$ cat src/design/rtc_trim_pkg.sv
// shared constants and types for the trimmed clock output block
package rtc_trim_pkg;
    // apb register byte offsets
    localparam logic [7:0] ctrl_addr = 8'h00;
    localparam logic [7:0] trim_addr = 8'h04;
    localparam logic [7:0] status_addr = 8'h08;
    localparam logic [7:0] mask_addr = 8'h0c;
    localparam logic [7:0] pd_stamp_addr = 8'h10;
    localparam logic [7:0] pu_stamp_addr = 8'h14;
    localparam logic [7:0] state_addr = 8'h18;

    // reset values
    localparam logic [7:0] ctrl_rst = 8'h00;
    localparam logic [7:0] trim_rst = 8'h00;
    localparam logic [1:0] mask_rst = 2'h0;
    localparam logic [31:0] stamp_rst = 32'h0000_0000;

    // status bit positions
    localparam int status_backup_bit = 0;
    localparam int status_restore_bit = 1;
    localparam int status_width = 2;

    // trim field layout
    localparam int trim_sign_bit = 7;
    localparam int trim_mag_width = 7;

    // divider lengths in oscillator cycles
    localparam logic [15:0] full_1hz = 16'h8000;
    localparam logic [15:0] half_1hz = 16'h4000;
    localparam logic [15:0] full_4k = 16'h0008;
    localparam logic [15:0] half_4k = 16'h0004;
    localparam logic [15:0] full_8k = 16'h0004;
    localparam logic [15:0] half_8k = 16'h0002;
    localparam logic [15:0] half_64hz = 16'h0100;
    localparam logic [15:0] one_cycle = 16'h0001;

    // rate select encodings of the two low bits
    localparam logic [1:0] rate_1hz = 2'h0;
    localparam logic [1:0] rate_4k = 2'h1;
    localparam logic [1:0] rate_8k = 2'h2;
    localparam logic [1:0] rate_32k = 2'h3;

    // control register layout
    typedef struct packed {
        logic out_level;
        logic square_wave_enable;
        logic [2:0] reserved;
        logic rate_select_high;
        logic rate_select_mid;
        logic rate_select_low;
    } ctrl_t;

    // supply monitor indications
    typedef struct packed {
        logic fail_pulse;
        logic restore_pulse;
    } supply_evt_t;

    // alarm logic feeding the pin
    typedef struct packed {
        logic active;
        logic level;
    } alarm_t;
endpackage : rtc_trim_pkg

$ cat src/design/sync_two_ff.sv
// two flip-flop synchroniser for asynchronous inputs
`timescale 1ns/1ps
module sync_two_ff #(
    parameter int width = 1
) (
    input wire logic pclk,
    input wire logic presetn,
    input wire logic [width-1:0] async_in,
    output logic [width-1:0] sync_out
);
    logic [width-1:0] meta_ff;
    logic [width-1:0] sync_ff;

    // meta_ff is read only by sync_ff
    always_ff @(posedge pclk or negedge presetn) begin
        if (!presetn) begin
            meta_ff <= '0;
            sync_ff <= '0;
        end else begin
            meta_ff <= async_in;
            sync_ff <= meta_ff;
        end
    end

    assign sync_out = sync_ff;
endmodule : sync_two_ff

$ cat src/design/rtc_trim_clkout.sv
// trimmed clock output, pin function selection and power-fail time stamps
`timescale 1ns/1ps
// What this block does
// - low rate bits pick 32768, 8, 4 or 1 oscillator cycles per period
// - trim has no effect when the high rate bit is clear and low rate bits are 11
// - trimming only with non-zero magnitude; 00h and 80h mean none
// - 1 Hz mode: one period per minute is 32768 plus/minus twice magnitude
// - duty cycle of the corrected period need not be 50%
// - 4k/8k modes, positive sign: stall waveform once per minute, twice magnitude
// - 4k/8k modes, negative sign: removal bounded by the divider length
// - high rate bit set gives 512-cycle 64 Hz output, low bits ignored
// - 64 Hz mode trims every period: 2 x (256 plus/minus twice magnitude)
// - trim top bit is sign, one subtracts; low seven bits are magnitude
// - pin shows the level bit unless square wave enable picks the divider or an active alarm takes it
// - on backup supply only the alarm function drives the pin
// - refuse access below trip and backup; allow above trip threshold
// - on supply fail capture time into power-down stamp, set backup bit
// - on supply restore capture time into power-up stamp
// - clearing the backup bit clears both stamps
module rtc_trim_clkout (
    input wire logic pclk,
    input wire logic presetn,
    input wire logic psel,
    input wire logic penable,
    input wire logic pwrite,
    input wire logic [7:0] paddr,
    input wire logic [31:0] pwdata,
    output logic [31:0] prdata,
    output logic pready,
    output logic pslverr,
    input wire logic osc_clk_in,
    input wire logic vcc_above_trip,
    input wire logic vcc_above_backup,
    input wire rtc_trim_pkg::supply_evt_t supply_evt,
    input wire logic minute_tick,
    input wire logic [31:0] current_time,
    input wire rtc_trim_pkg::alarm_t alarm,
    output logic multi_function_output,
    output logic host_access_ok,
    output logic irq
);
    import rtc_trim_pkg::*;

    logic osc_s;
    logic trip_s;
    logic backup_s;
    logic osc_prev_ff;
    logic tick;
    ctrl_t ctrl_ff;
    logic [7:0] trim_value_ff;
    logic [status_width-1:0] status_ff;
    logic [status_width-1:0] mask_ff;
    logic [31:0] pd_stamp_ff;
    logic [31:0] pu_stamp_ff;
    logic on_backup_ff;
    logic access_ok_ff;
    logic pready_ff;
    logic pslverr_ff;
    logic [31:0] prdata_ff;
    logic irq_ff;
    logic mfp_ff;
    logic freq_ff;
    logic [15:0] cnt_ff;
    logic [7:0] stall_ff;
    logic minute_pending_ff;
    logic cur_trim_ff;
    logic trim_on;
    logic trim_neg;
    logic [7:0] mag2;
    logic [15:0] half_len;
    logic [15:0] full_len;
    logic [15:0] base_len;
    logic use_stall;
    logic wrap;
    logic access_phase;
    logic wr_en;
    logic addr_ok;
    logic status_clr_backup;
    logic [status_width-1:0] status_w1c;
    logic [31:0] nxt_rdata;

    sync_two_ff #(.width(3)) u_sync (
        .pclk(pclk),
        .presetn(presetn),
        .async_in({osc_clk_in, vcc_above_trip, vcc_above_backup}),
        .sync_out({osc_s, trip_s, backup_s})
    );

    // apb slave: one wait state, answer on the second access cycle
    assign access_phase = psel && penable && !pready_ff;
    assign wr_en = psel && penable && pready_ff && pwrite && !pslverr_ff;
    assign status_w1c = (wr_en && paddr == status_addr) ? pwdata[status_width-1:0] : '0;
    assign status_clr_backup = status_w1c[status_backup_bit];

    always_comb begin
        addr_ok = 1'b1;
        nxt_rdata = 32'h0000_0000;
        case (paddr)
            ctrl_addr: nxt_rdata[7:0] = ctrl_ff;
            trim_addr: nxt_rdata[7:0] = trim_value_ff;
            status_addr: nxt_rdata[status_width-1:0] = status_ff;
            mask_addr: nxt_rdata[status_width-1:0] = mask_ff;
            pd_stamp_addr: nxt_rdata = pd_stamp_ff;
            pu_stamp_addr: nxt_rdata = pu_stamp_ff;
            state_addr: nxt_rdata[2:0] = {mfp_ff, access_ok_ff, on_backup_ff};
            default: addr_ok = 1'b0;
        endcase
    end

    always_ff @(posedge pclk or negedge presetn) begin
        if (!presetn) begin
            pready_ff <= 1'b0;
            pslverr_ff <= 1'b0;
            prdata_ff <= 32'h0000_0000;
        end else begin
            pready_ff <= access_phase;
            if (access_phase) begin
                // refused while the supply forbids host access
                pslverr_ff <= !addr_ok || !access_ok_ff;
                prdata_ff <= (addr_ok && access_ok_ff && !pwrite) ? nxt_rdata : 32'h0000_0000;
            end else begin
                pslverr_ff <= 1'b0;
                prdata_ff <= 32'h0000_0000;
            end
        end
    end

    always_ff @(posedge pclk or negedge presetn) begin
        if (!presetn) begin
            ctrl_ff <= ctrl_rst;
            trim_value_ff <= trim_rst;
            mask_ff <= mask_rst;
        end else if (wr_en) begin
            case (paddr)
                ctrl_addr: ctrl_ff <= pwdata[7:0];
                trim_addr: trim_value_ff <= pwdata[7:0];
                mask_addr: mask_ff <= pwdata[status_width-1:0];
                default: ctrl_ff <= ctrl_ff;
            endcase
        end
    end

    // supply state and access permission
    always_ff @(posedge pclk or negedge presetn) begin
        if (!presetn) begin
            access_ok_ff <= 1'b0;
            on_backup_ff <= 1'b0;
        end else begin
            access_ok_ff <= trip_s || backup_s;
            if (supply_evt.fail_pulse) begin
                on_backup_ff <= 1'b1;
            end else if (supply_evt.restore_pulse) begin
                on_backup_ff <= 1'b0;
            end
        end
    end

    // sticky status: a new event wins over a same-cycle clear
    always_ff @(posedge pclk or negedge presetn) begin
        if (!presetn) begin
            status_ff <= '0;
        end else begin
            status_ff[status_backup_bit] <= supply_evt.fail_pulse
                || (status_ff[status_backup_bit] && !status_w1c[status_backup_bit]);
            status_ff[status_restore_bit] <= supply_evt.restore_pulse
                || (status_ff[status_restore_bit] && !status_w1c[status_restore_bit]);
        end
    end

    // one capture per pulse; a fail in the clearing cycle keeps its stamp
    always_ff @(posedge pclk or negedge presetn) begin
        if (!presetn) begin
            pd_stamp_ff <= stamp_rst;
            pu_stamp_ff <= stamp_rst;
        end else begin
            if (supply_evt.fail_pulse) begin
                pd_stamp_ff <= current_time;
            end else if (status_clr_backup) begin
                pd_stamp_ff <= stamp_rst;
            end
            if (supply_evt.restore_pulse) begin
                pu_stamp_ff <= current_time;
            end else if (status_clr_backup) begin
                pu_stamp_ff <= stamp_rst;
            end
        end
    end

    always_ff @(posedge pclk or negedge presetn) begin
        if (!presetn) begin
            irq_ff <= 1'b0;
        end else begin
            irq_ff <= |(status_ff & mask_ff);
        end
    end

    // oscillator edge detect; only the divider relies on it, stamps do not
    always_ff @(posedge pclk or negedge presetn) begin
        if (!presetn) begin
            osc_prev_ff <= 1'b0;
        end else begin
            osc_prev_ff <= osc_s;
        end
    end
    assign tick = osc_s && !osc_prev_ff;

    assign trim_on = trim_value_ff[trim_mag_width-1:0] != '0;
    assign trim_neg = trim_value_ff[trim_sign_bit];
    assign mag2 = {trim_value_ff[trim_mag_width-1:0], 1'b0};

    // period lengths of the current mode
    always_comb begin
        half_len = half_1hz;
        full_len = full_1hz;
        base_len = full_1hz;
        use_stall = 1'b0;
        if (ctrl_ff.rate_select_high) begin
            // low bits ignored, every period trimmed
            half_len = half_64hz;
            if (trim_on) begin
                half_len = trim_neg ? half_64hz - 16'(mag2) : half_64hz + 16'(mag2);
            end
            full_len = 16'(half_len << 1);
        end else begin
            case ({ctrl_ff.rate_select_mid, ctrl_ff.rate_select_low})
                rate_1hz: begin
                    half_len = half_1hz;
                    full_len = full_1hz;
                    if (cur_trim_ff && trim_on) begin
                        // duty left uncorrected in the trimmed period
                        full_len = trim_neg ? full_1hz - 16'(mag2) : full_1hz + 16'(mag2);
                    end
                end
                rate_4k, rate_8k: begin
                    base_len = ctrl_ff.rate_select_low ? full_4k : full_8k;
                    half_len = ctrl_ff.rate_select_low ? half_4k : half_8k;
                    full_len = base_len;
                    if (trim_on && !trim_neg) begin
                        use_stall = 1'b1;
                    end else if (cur_trim_ff && trim_on) begin
                        // cannot shorten below one cycle
                        full_len = (16'(mag2) >= base_len) ? one_cycle : base_len - 16'(mag2);
                    end
                end
                rate_32k: begin
                    half_len = one_cycle;
                    full_len = one_cycle;
                end
                default: begin
                    half_len = half_1hz;
                    full_len = full_1hz;
                end
            endcase
        end
    end

    assign wrap = tick && stall_ff == '0 && cnt_ff >= full_len - one_cycle;

    // minute correction waits for the next period boundary
    always_ff @(posedge pclk or negedge presetn) begin
        if (!presetn) begin
            minute_pending_ff <= 1'b0;
            cur_trim_ff <= 1'b0;
        end else begin
            if (wrap) begin
                cur_trim_ff <= minute_pending_ff;
            end
            minute_pending_ff <= minute_tick || (minute_pending_ff && !wrap);
        end
    end

    always_ff @(posedge pclk or negedge presetn) begin
        if (!presetn) begin
            cnt_ff <= '0;
            stall_ff <= '0;
        end else if (tick) begin
            if (stall_ff != '0) begin
                stall_ff <= stall_ff - 8'h01;
            end else if (wrap) begin
                cnt_ff <= '0;
                if (minute_pending_ff && use_stall) begin
                    stall_ff <= mag2;
                end
            end else begin
                cnt_ff <= cnt_ff + 16'h0001;
            end
        end
    end

    always_ff @(posedge pclk or negedge presetn) begin
        if (!presetn) begin
            freq_ff <= 1'b0;
        end else if (!ctrl_ff.rate_select_high
                     && {ctrl_ff.rate_select_mid, ctrl_ff.rate_select_low} == rate_32k) begin
            freq_ff <= osc_s;
        end else if (stall_ff == '0) begin
            freq_ff <= cnt_ff < half_len;
        end
    end

    // pin function: only the alarm survives on backup supply
    always_ff @(posedge pclk or negedge presetn) begin
        if (!presetn) begin
            mfp_ff <= 1'b0;
        end else if (on_backup_ff) begin
            mfp_ff <= alarm.active ? alarm.level : 1'b0;
        end else if (ctrl_ff.square_wave_enable) begin
            mfp_ff <= freq_ff;
        end else if (alarm.active) begin
            mfp_ff <= alarm.level;
        end else begin
            mfp_ff <= ctrl_ff.out_level;
        end
    end

    assign prdata = prdata_ff;
    assign pready = pready_ff;
    assign pslverr = pslverr_ff;
    assign multi_function_output = mfp_ff;
    assign host_access_ok = access_ok_ff;
    assign irq = irq_ff;
endmodule : rtc_trim_clkout

$ cat config.mk
export PLATFORM = sky130hd
export DESIGN_NAME = rtc_trim_clkout
export DESIGN_NICKNAME = d
export VERILOG_FILES = /design/src/design/rtc_trim_pkg.sv /design/src/design/sync_two_ff.sv /design/src/design/rtc_trim_clkout.sv
export SDC_FILE = /design/constraint.sdc
export NUM_CORES = 1
export LEC_CHECK = 0
export ABC_AREA = 1
export BUFFER_PORTS_ARGS = -buffer_cell sky130_fd_sc_hd__buf_2
export CORE_MARGIN = 1.5
export CORE_UTILIZATION = 52
export CTS_CLUSTER_SIZE = 24
export DETAILED_ROUTE_END_ITERATION = 12
export PLACE_DENSITY = 0.8
export SKIP_CTS_REPAIR_TIMING = 1
export SYNTH_ARGS = -nofsm -noshare
export SYNTH_HDL_FRONTEND = slang
export SYNTH_SLANG_ARGS = --single-unit
$ cat constraint.sdc
create_clock -name pclk -period 3.9 [get_ports pclk]
set_clock_uncertainty 0.15 [all_clocks]
set_input_delay 0.39 -clock pclk [delete_from_list [all_inputs] [get_ports pclk]]
set_output_delay 0.39 -clock pclk [all_outputs]
set_load 0.005 [all_outputs]
**After elaboration in Yosys (flattened, before gate mapping)**

Cells that the tools add are included.

- Flip-flop bits (word level): 156
- Word-level logic and storage cells: 141

- Add/sub/neg operators: 8
- Magnitude comparators: 3
- Equal/unequal tests: 9
- Muxes and demuxes: 40
- Bitwise operators: 2
- Reductions and logical operators: 53

Operators with widths:

| operator | number |
|---|---|
| 16-bit 2-to-1 mux | 10 |
| 32-bit 2-to-1 mux | 5 |
| 16-bit one-hot mux with 3 select lines | 2 |
| 24-bit one-hot mux with 2 select lines | 1 |
| 8-bit by 5-bit equality test with 1-bit output, second input constant | 3 |
| 8-bit 2-to-1 mux | 3 |
| 5-bit one-hot mux with 4 select lines | 1 |
| 1-bit logical AND | 18 |
| 16-bit by 1-bit adder with 16-bit output, second input constant | 1 |
| 16-bit by 8-bit adder with 16-bit output, first input constant | 1 |
| 8-bit by 4-bit equality test with 1-bit output, second input constant | 2 |
| 16-bit >= comparator | 1 |
| 8-bit logical NOT | 2 |
| 16-bit < comparator | 1 |
| 16-bit by 1-bit subtractor with 16-bit output, second input constant | 1 |
| 16-bit by 8-bit subtractor with 16-bit output, first input constant | 1 |
| 2-bit one-hot mux with 7 select lines | 1 |
| 1-bit 2-to-1 mux | 13 |
| 2-bit nonzero test | 6 |
| 1-bit logical NOT | 11 |
| 9-bit by 8-bit adder with 10-bit output, first input constant | 1 |
| 9-bit by 8-bit subtractor with 10-bit output, first input constant | 1 |
| 4-bit by 8-bit subtractor with 9-bit output | 1 |
| 8-bit by 3-bit equality test with 1-bit output, second input constant | 1 |
| 18 further kinds | 27 |

**Depth between registers and ports, before layout**

Gate-level depths: netlist (run 1).

- Depth after elaboration: 13
- Gate-level depth with buffers: 28

**Cells and area by module**

A second synthesis (run 1) with hierarchy kept.

- Cell total of the unflattened synthesis: 1013
- Area total of the unflattened synthesis: 8214.1 µm²

By module, submodules not included:

| module | times used | cells each | area each (µm²) | seq. area each (µm²) |
|---|---|---|---|---|
| rtc_trim_clkout | 1 | 1007 | 8064.0 | 3753.6 |
| sync_two_ff | 1 | 6 | 150.1 | 150.1 |

**Least setup slack after synthesis (run 1)**

Ideal clock, no wire load.

- Path kind: flip-flop to flip-flop
- From: reg ctrl_ff[0] (netlist bit)
- To: reg stall_ff[6]
- Library setup time: 0.127 ns
- Data arrival time: 3.484 ns
- Data required time: 3.623 ns
- Slack: 0.139 ns
- Cell stages (with the launch flop): 22
- Buffers on the path: 1
- Period minus slack after synthesis: 3.761 ns
- Cells stage by stage: dfrtp_1 inv_1 ha_1 ha_1 nand3_1 nand2_1 nor2_2 nand3_1 a21oi_1 inv_1 ha_1 nand2_2 nor2_4 a21boi_1 ha_1 nand4_1 inv_1 a21oi_1 nand3_1 o211ai_2 buf_2 o21ai_0

- Word-level cells in the longest chain between the ends: 12

RTL lines:

| element | RTL line | text |
|---|---|---|
| start, declared | rtc_trim_clkout.sv:49 | `ctrl_t ctrl_ff;` |
| start signal, assigned | rtc_trim_clkout.sv:130 | `ctrl_ff <= ctrl_rst;` |
| start signal, assigned | rtc_trim_clkout.sv:135 | `ctrl_addr: ctrl_ff <= pwdata[7:0];` |
| start signal, assigned | rtc_trim_clkout.sv:138 | `default: ctrl_ff <= ctrl_ff;` |
| 4-bit 2-to-1 mux | rtc_trim_clkout.sv:235 | `base_len = ctrl_ff.rate_select_low ? full_4k : full_8k;` |
| 4-bit by 8-bit subtractor with 9-bit output or 8-bit by 4-bit >= comparator with 1-bit output (tied branches) | rtc_trim_clkout.sv:242 | `full_len = (16'(mag2) >= base_len) ? one_cycle : base_len - 16'(mag2);` |
| 16-bit 2-to-1 mux | rtc_trim_clkout.sv:242 |  |
| 16-bit 2-to-1 mux | rtc_trim_clkout.sv:240 | `end else if (cur_trim_ff && trim_on) begin` |
| 16-bit 2-to-1 mux | rtc_trim_clkout.sv:238 | `if (trim_on && !trim_neg) begin` |
| 16-bit one-hot mux with 3 select lines | rtc_trim_clkout.sv:225 | `case ({ctrl_ff.rate_select_mid, ctrl_ff.rate_select_low})` |
| 16-bit 2-to-1 mux | rtc_trim_clkout.sv:217 | `if (ctrl_ff.rate_select_high) begin` |
| 16-bit by 1-bit subtractor with 16-bit output | rtc_trim_clkout.sv:257 | `assign wrap = tick && stall_ff == '0 && cnt_ff >= full_len - one_cycle;` |
| 16-bit >= comparator | rtc_trim_clkout.sv:257 |  |
| 1-bit logical AND | rtc_trim_clkout.sv:257 |  |
| 2-bit nonzero test (no line) | - |  |
| 3-bit AND reduction (no line) * | - |  |
| end signal, assigned | rtc_trim_clkout.sv:278 | `stall_ff <= stall_ff - 8'h01;` |
| end signal, assigned | rtc_trim_clkout.sv:282 | `stall_ff <= mag2;` |
| end, declared | rtc_trim_clkout.sv:64 | `logic [7:0] stall_ff;` |

Every way passes the cells marked *; elsewhere a longest branch is shown, timed or not.
A chain may end at the register's enable or synchronous reset.

**Worst setup path in the final report (run 1)**

- From: reg trim_value_ff[1]
- To: reg stall_ff[1]

- Word-level cells in the longest chain between the ends: 11

RTL lines:

| element | RTL line | text |
|---|---|---|
| start, declared | rtc_trim_clkout.sv:50 | `logic [7:0] trim_value_ff;` |
| start signal, assigned | rtc_trim_clkout.sv:131 | `trim_value_ff <= trim_rst;` |
| start signal, assigned | rtc_trim_clkout.sv:136 | `trim_addr: trim_value_ff <= pwdata[7:0];` |
| 4-bit by 8-bit subtractor with 9-bit output (tied with other cells) | rtc_trim_clkout.sv:242 |  |
| 16-bit 2-to-1 mux or 1-bit logical AND (tied branches) | rtc_trim_clkout.sv:242, rtc_trim_clkout.sv:229, rtc_trim_clkout.sv:240 |  |
| 16-bit 2-to-1 mux | rtc_trim_clkout.sv:240 |  |
| 16-bit 2-to-1 mux | rtc_trim_clkout.sv:238 |  |
| 16-bit one-hot mux with 3 select lines | rtc_trim_clkout.sv:225 |  |
| 16-bit 2-to-1 mux | rtc_trim_clkout.sv:217 |  |
| 16-bit by 1-bit subtractor with 16-bit output | rtc_trim_clkout.sv:257 |  |
| 16-bit >= comparator | rtc_trim_clkout.sv:257 |  |
| 1-bit logical AND | rtc_trim_clkout.sv:257 |  |
| 2-bit nonzero test (no line) | - |  |
| 3-bit AND reduction (no line) * | - |  |

Marked as above.

==> flow_summary.json, run 1 <==
{
  "path_cells": "inv_2 -> buf_6 -> ha_4 -> ha_4 -> nand3_2 -> nand2_2 -> nor2_4 -> nand3_1 -> o21ai_1 -> nand3_2 -> nand3_2 -> nor2_4 -> a21boi_2 -> ha_1 -> a21oi_2 -> o21ai_1 -> a21oi_1 -> nand3_2 -> buf_6 -> o211ai_4 -> clkbuf_16 -> o21ai_1",
  "fin_crit_sh": 1.00,
  "endpoint_kind": "register",
  "yosysMostFrequentCell": "nand2_1",
  "rsz0062_at_grt": "yes",
  "critPathRequiredTime_ns": 4.07,
  "htree_levels": 4,
  "numPortBuffers": 97,
  "ys_top_cells_by_area": "dfrtp_1, nand2_1, o21ai_0",
  "dieArea_mm2": 0.0168,
  "grt_max_degree": 91,
  "hold_viol": 0,
  "viasPerCell": 5.47,
  "area_growth_pct": 22.2,
  "synth_commonest_cells": "nand2_1, dfrtp_1, inv_1",
  "violations": "setup timing",
  "grt_overflow": 0,
  "ant_nets": 0,
  "synth_area_mm2": 0.00835,
  "syn-num-nets": 1159,
  "status": "finished, violations left",
  "power_density_mw_per_mm2": 365,
  "synth_cell_types": 42,
  "fin_util": 0.647,
  "antenna_found_initial": 1,
  "hold_slack_ns": 0.00876,
  "crit_slowest_cell": "dfrtp_1",
  "setup_slack_ns": -0.000250,
  "die_height_um": 130,
  "max_slew_margin": 0.290,
  "place_hpwl_um": 14400,
  "slew_viol_final": 0,
  "avgSynthCellArea_um2": 8.07,
  "cp_max_fo": 7,
  "finalCriticalPeriod_ns": 3.90,
  "drt-total-wl_um": 21500,
  "cts_root_buf": "clkbuf_16",
  "post_drt_wl_per_cell_um": 15.4,
  "async_reset_ff_frac": 1.00,
  "ys_warn_count": 0,
  "drc": 0,
  "crit_arrival_ns": 4.07,
  "rows": 46,
  "cpLargestDelayFamily": "compound AO/OA/AOI/OAI gates",
  "path_buf_inv": 4,
  "num_vias": 7612,
  "num_io_pins": 122,
  "cts_tree": "done",
  "clock-sinks": 156,
  "clk_path_buf_depth": 2,
  "yosysTopAreaCellShare": 0.468,
  "insertion_delay_ns": 0.44,
  "dr.first_iter.drc_count": 590,
  "hold_class": "in2reg",
  "synthFlopType": "dfrtp_1",
  "crit_path_frequent_cell": "nand3_2",
  "syn_inst": 1035,
  "firstDrtPassIters": 6,
  "synth_area_leader_cell": "dfrtp_1",
  "max-cap-violations": 0,
  "die_x_um": 130,
  "critPathKind": "reg2reg",
  "ys_seq_elements": 156,
  "diodes": 0,
  "ys_seq_area_frac": 0.468,
  "nNetsFinal": 1287,
  "setup_viol": 1,
  "drive_gt1_frac": 0.228,
  "grt.total_usage": 0.262,
  "fmax_mhz": 256,
  "clk_pin_slew_worst_paths_ns": 0.06,
  "ir_drop_mv": 0.292,
  "cts_buffers": 17,
  "worst_slew_pin_slew_ns": 1.06,
  "grt_pass1_wl_um": 34300,
  "synth-edff-count": 0,
  "fillers": 1307,
  "max_stage_delay_ns": 0.39,
  "gp_congestion": 0.918,
  "grt_pass1_vias": 7202,
  "core-area_mm2": 0.0158,
  "critPathLaunchType": "register",
  "initial_core_util": 0.529,
  "leakage_nw": 5.16
}
==> area by class of cell <==
type / instances / area [um^2] / share of cell area
repair buffers: 140 / 878 / 0.0861
clock inverters: 15 / 151 / 0.0148
clock buffers: 17 / 425 / 0.0417
flip-flops and latches: 156 / 3900 / 0.383
multi-input cells: 697 / 4010 / 0.392
inverters: 151 / 571 / 0.0559
well taps: 216 / 270 / 0.0265
==> logic make-up after synthesis <==
kind of cell    count (synthesis)  share of synthesized area
flops                         156                      0.468
xor+xnor                       13                     0.0136
buf+inv                       182                     0.0835
simple gates                  429                      0.232
fa+ha+maj                      39                     0.0594
compound gates                216                      0.143
==> where the power goes <==
group | internal [mW] | switching (mW) | leakage, nW
sequential | 1.70 | 0.0649 | 2.01
clock | 0.901 | 0.734 | 0.285
combinational | 0.125 | 0.198 | 2.87
total | 2.73 | 0.997 | 5.16
==> metal layers <==
metal | GRT usage | vias up | share of wire
met1 | 0.327 | 3616 | 0.41
met2 | 0.439 | 269 | 0.49
met5 | 0 | - | 0
li1 | - | 3670 | -
met3 | 0.0611 | 57 | 0.063
met4 | 0.112 | 0 | 0.035
==> placed cells by master (no fill, tap or decap), types with 18 or more instances in the layout <==
cell type	count
buf_4	33
nand2_1	200
buf_2	96
a21oi_1	52
nor2_1	59
o22ai_1	20
nand3_1	85
ha_1	32
o21ai_0	100
dfrtp_1	156
clkbuf_16	18
inv_1	134
==> final timing paths <==
check	cells past startpoint	from	slack, ns	to
setup / recovery	22	trim_value_ff[1]	-0.0003	stall_ff[1]
hold / removal	2	minute_tick	0.009	minute_pending_ff
min in group asynchronous	2	presetn	0.44	pd_stamp_ff[16]
hold reg to reg	0	u_sync.meta_ff[2]	0.20	u_sync.sync_out[2]
setup reg to reg	22	trim_value_ff[1]	-0.0003	stall_ff[1]
max in group asynchronous	3	presetn	2.32	trim_value_ff[6]
==> sequential cells by signal, summed over array words and instances (netlist names), 2 cells and up <==
name             flops
pd_stamp_ff         32
prdata              32
pu_stamp_ff         32
cnt_ff              16
ctrl_ff              8
stall_ff             8
trim_value_ff        8
u_sync.meta_ff       3
u_sync.sync_out      3
mask_ff              2
status_ff            2
==> metrics by stage <==
step | TNS (ns) | area (um^2) | total power [mW] | worst slack (ns) | std cells
floorplan | 0 | 8350 | 1.97 | 0.139 | 1035
global placement | 0 | 9210 | 2.09 | 0.104 | 1343
detailed placement | -0.303 | 9210 | 2.11 | -0.0430 | 1343
CTS | -0.862 | 9780 | 3.72 | -0.0956 | 1375
global route | -2.92 | 10200 | 3.85 | -0.196 | 1392
finish | -0.000250 | 10200 | 3.73 | -0.000250 | 1392
No activity file was read; power rests on OpenSTA's default activity.
==> run 2: changes to the inputs <==
- CELL_PAD_IN_SITES_DETAIL_PLACEMENT: unset -> 1
- CELL_PAD_IN_SITES_GLOBAL_PLACEMENT: unset -> 1
- CORE_UTILIZATION: 52 -> 39
==> run 2 against run 1 <==
- the run now ends clean
- highest routed layer is now met5
- critical path depth down 1
- combinational power about the same
- sequential power about the same
- via count down 1.5%
- hold slack better by 0.011 ns
- fmax up 3.1%
- sequential share of layout area down 0.39 points
- sequential cell count unchanged
- die area up 33%
- final area up 1.1%
==> flow_summary.json, run 2 (synthesis gave the netlist of run 1 again) <==
{
  "cts_buffers": 17,
  "path_depth": 21,
  "insertion_delay_ns": 0.43,
  "antenna_found_initial": 2,
  "fillers": 2591,
  "path_cells": "inv_4 -> ha_4 -> ha_1 -> nand3_1 -> nand2_2 -> nor2_4 -> nand3_2 -> o21ai_2 -> nand3_2 -> nand3_2 -> nor2_4 -> buf_4 -> a21boi_2 -> ha_1 -> a21oi_2 -> o21ai_1 -> a21oi_2 -> nand3_4 -> o211ai_4 -> clkbuf_16 -> o21ai_1",
  "drt-total-wl_um": 24600,
  "cp-startpoint": "ctrl_ff[0]",
  "clk_pin_slew_worst_paths_ns": 0.07,
  "multiInputGateArea_mm2": 0.00398,
  "cpLargestDelayFamily": "compound AO/OA/AOI/OAI gates",
  "critPathLaunchType": "register",
  "r2r_slack_ns": 0.12,
  "dpl_cell_area_mm2": 0.00936,
  "worst_slew_pin_slew_ns": 1.01,
  "cp_max_fo": 7,
  "crit_path_frequent_cell": "nand3_2",
  "grt_overflow": 0,
  "rsz0062_at_grt": "yes",
  "crit_arrival_ns": 3.93,
  "cts_tree": "done",
  "leakage_nw": 5.21,
  "power_density_mw_per_mm2": 371,
  "ant_nets": 0,
  "fmax_mhz": 264,
  "dr.first_iter.drc_count": 278,
  "critPathCapture": "stall_ff[3]",
  "area_growth_pct": 23.6,
  "die_height_um": 149,
  "slew_viol_final": 0,
  "post_drt_wl_per_cell_um": 16.9,
  "max_stage_delay_ns": 0.45,
  "rows": 53,
  "max_slew_margin": 0.327,
  "num_io_pins": 122,
  "final_common_cell": "nand2_1",
  "status": "complete, no violations",
  "drive_gt1_frac": 0.229,
  "final_cell_mix": "nand2_1, dfrtp_1, inv_1, o21ai_0, buf_2",
  "grt_pass1_vias": 7934,
  "hold_class": "in2reg",
  "numPortBuffers": 97,
  "nNetsFinal": 1293,
  "htree_levels": 4,
  "max-cap-violations": 0,
  "core-area_mm2": 0.0210,
  "drc": 0,
  "critPathRequiredTime_ns": 4.05,
  "num_vias": 7498,
  "crit_slowest_cell": "dfrtp_2",
  "gp_congestion": 0.846,
  "die_x_um": 149,
  "grt_pass1_wl_um": 39800,
  "dp_cells": 1415,
  "grt_max_degree": 94,
  "setup_viol": 0,
  "fin_crit_sh": 0.970,
  "finalCriticalPeriod_ns": 3.78,
  "hold_slack_ns": 0.0199,
  "clk_path_buf_depth": 2,
  "grt.total_usage": 0.228,
  "rr_endpoint": "stall_ff[3]",
  "r2r_start": "ctrl_ff[0]",
  "cts_root_buf": "clkbuf_16",
  "finalInstanceArea_mm2": 0.0103,
  "clock-sinks": 156,
  "initial_core_util": 0.397,
  "firstDrtPassIters": 4,
  "critPathKind": "reg2reg",
  "dieArea_mm2": 0.0223,
  "hold_viol": 0,
  "place_hpwl_um": 17300,
  "layout.area.seq_mm2": 0.00391,
  "final_cells": 1458,
  "endpoint_kind": "register",
  "rr_worst_depth": 21,
  "viasPerCell": 5.14,
  "path_buf_inv": 3,
  "ir_drop_mv": 0.297
}
-- run 2: worst reg2reg max path, stage by stage (launching register included) --
cell and delay [ns]:
dfrtp_2 0.45, inv_4 0.10, ha_4 0.20, ha_1 0.18, nand3_1 0.09, nand2_2 0.06, nor2_4 0.17, nand3_2 0.11
o21ai_2 0.16, nand3_2 0.11, nand3_2 0.14, nor2_4 0.06, buf_4 0.14, a21boi_2 0.16, ha_1 0.28, a21oi_2 0.12
o21ai_1 0.09, a21oi_2 0.21, nand3_4 0.13, o211ai_4 0.28, clkbuf_16 0.20, o21ai_1 0.06
-- run 2: worst min-delay path by stage --
stage | slack (ns) | to | cells after the start | startpoint
detailed placement | 0.19 | u_sync.sync_out[0] | 0 | u_sync.meta_ff[0]
global placement | 0.18 | u_sync.sync_out[1] | 0 | u_sync.meta_ff[1]
CTS | -0.11 | u_sync.meta_ff[0] | 1 | vcc_above_backup
floorplan | -0.06 | cnt_ff[0] | 0 | presetn
global route | 0.02 | on_backup_ff | 2 | supply_evt[0]
finish | 0.02 | on_backup_ff | 2 | supply_evt[0]
-- run 2: cell type report --
class | count | area share
Timing Repair Buffer | 146 | 0.0872
Tap cell | 275 | 0.0333
Antenna cell | 1 | 0.000243
Sequential cell | 156 | 0.379
Clock buffer | 17 | 0.0412
Clock inverter | 15 | 0.0182
Inverter | 151 | 0.0554
Multi-Input combinational cell | 697 | 0.386
-- run 2: power breakdown --
group	internal [mW]	switching, mW	total (mW)
clock	0.926	0.795	1.72
combinational	0.124	0.201	0.325
sequential	1.70	0.0765	1.78
total	2.75	1.07	3.83
-- run 2: per-stage QoR --
| stage | TNS (ns) | total power [mW] | util | setup WS [ns] |
|---|---|---|---|---|
| finish | 0 | 3.83 | 0.491 | 0.117 |
| floorplan | 0 | 1.97 | - | 0.139 |
| global placement | 0 | 2.10 | 0.445 | 0.105 |
| detailed placement | -2.48 | 2.13 | 0.445 | -0.144 |
| global route | -1.09 | 3.99 | 0.491 | -0.102 |
| CTS | -3.04 | 3.85 | 0.475 | -0.194 |
-- run 2: routing by layer --
layer | routed length [um] | vias up | global-route usage | part of all wire
met2 | 12300 | 119 | 0.400 | 0.50
met4 | 675 | 2 | 0.0906 | 0.027
li1 | - | 3668 | - | -
met1 | 10700 | 3663 | 0.274 | 0.44
met3 | 857 | 46 | 0.0474 | 0.035
met5 | 13 | - | 0 | 0.00053
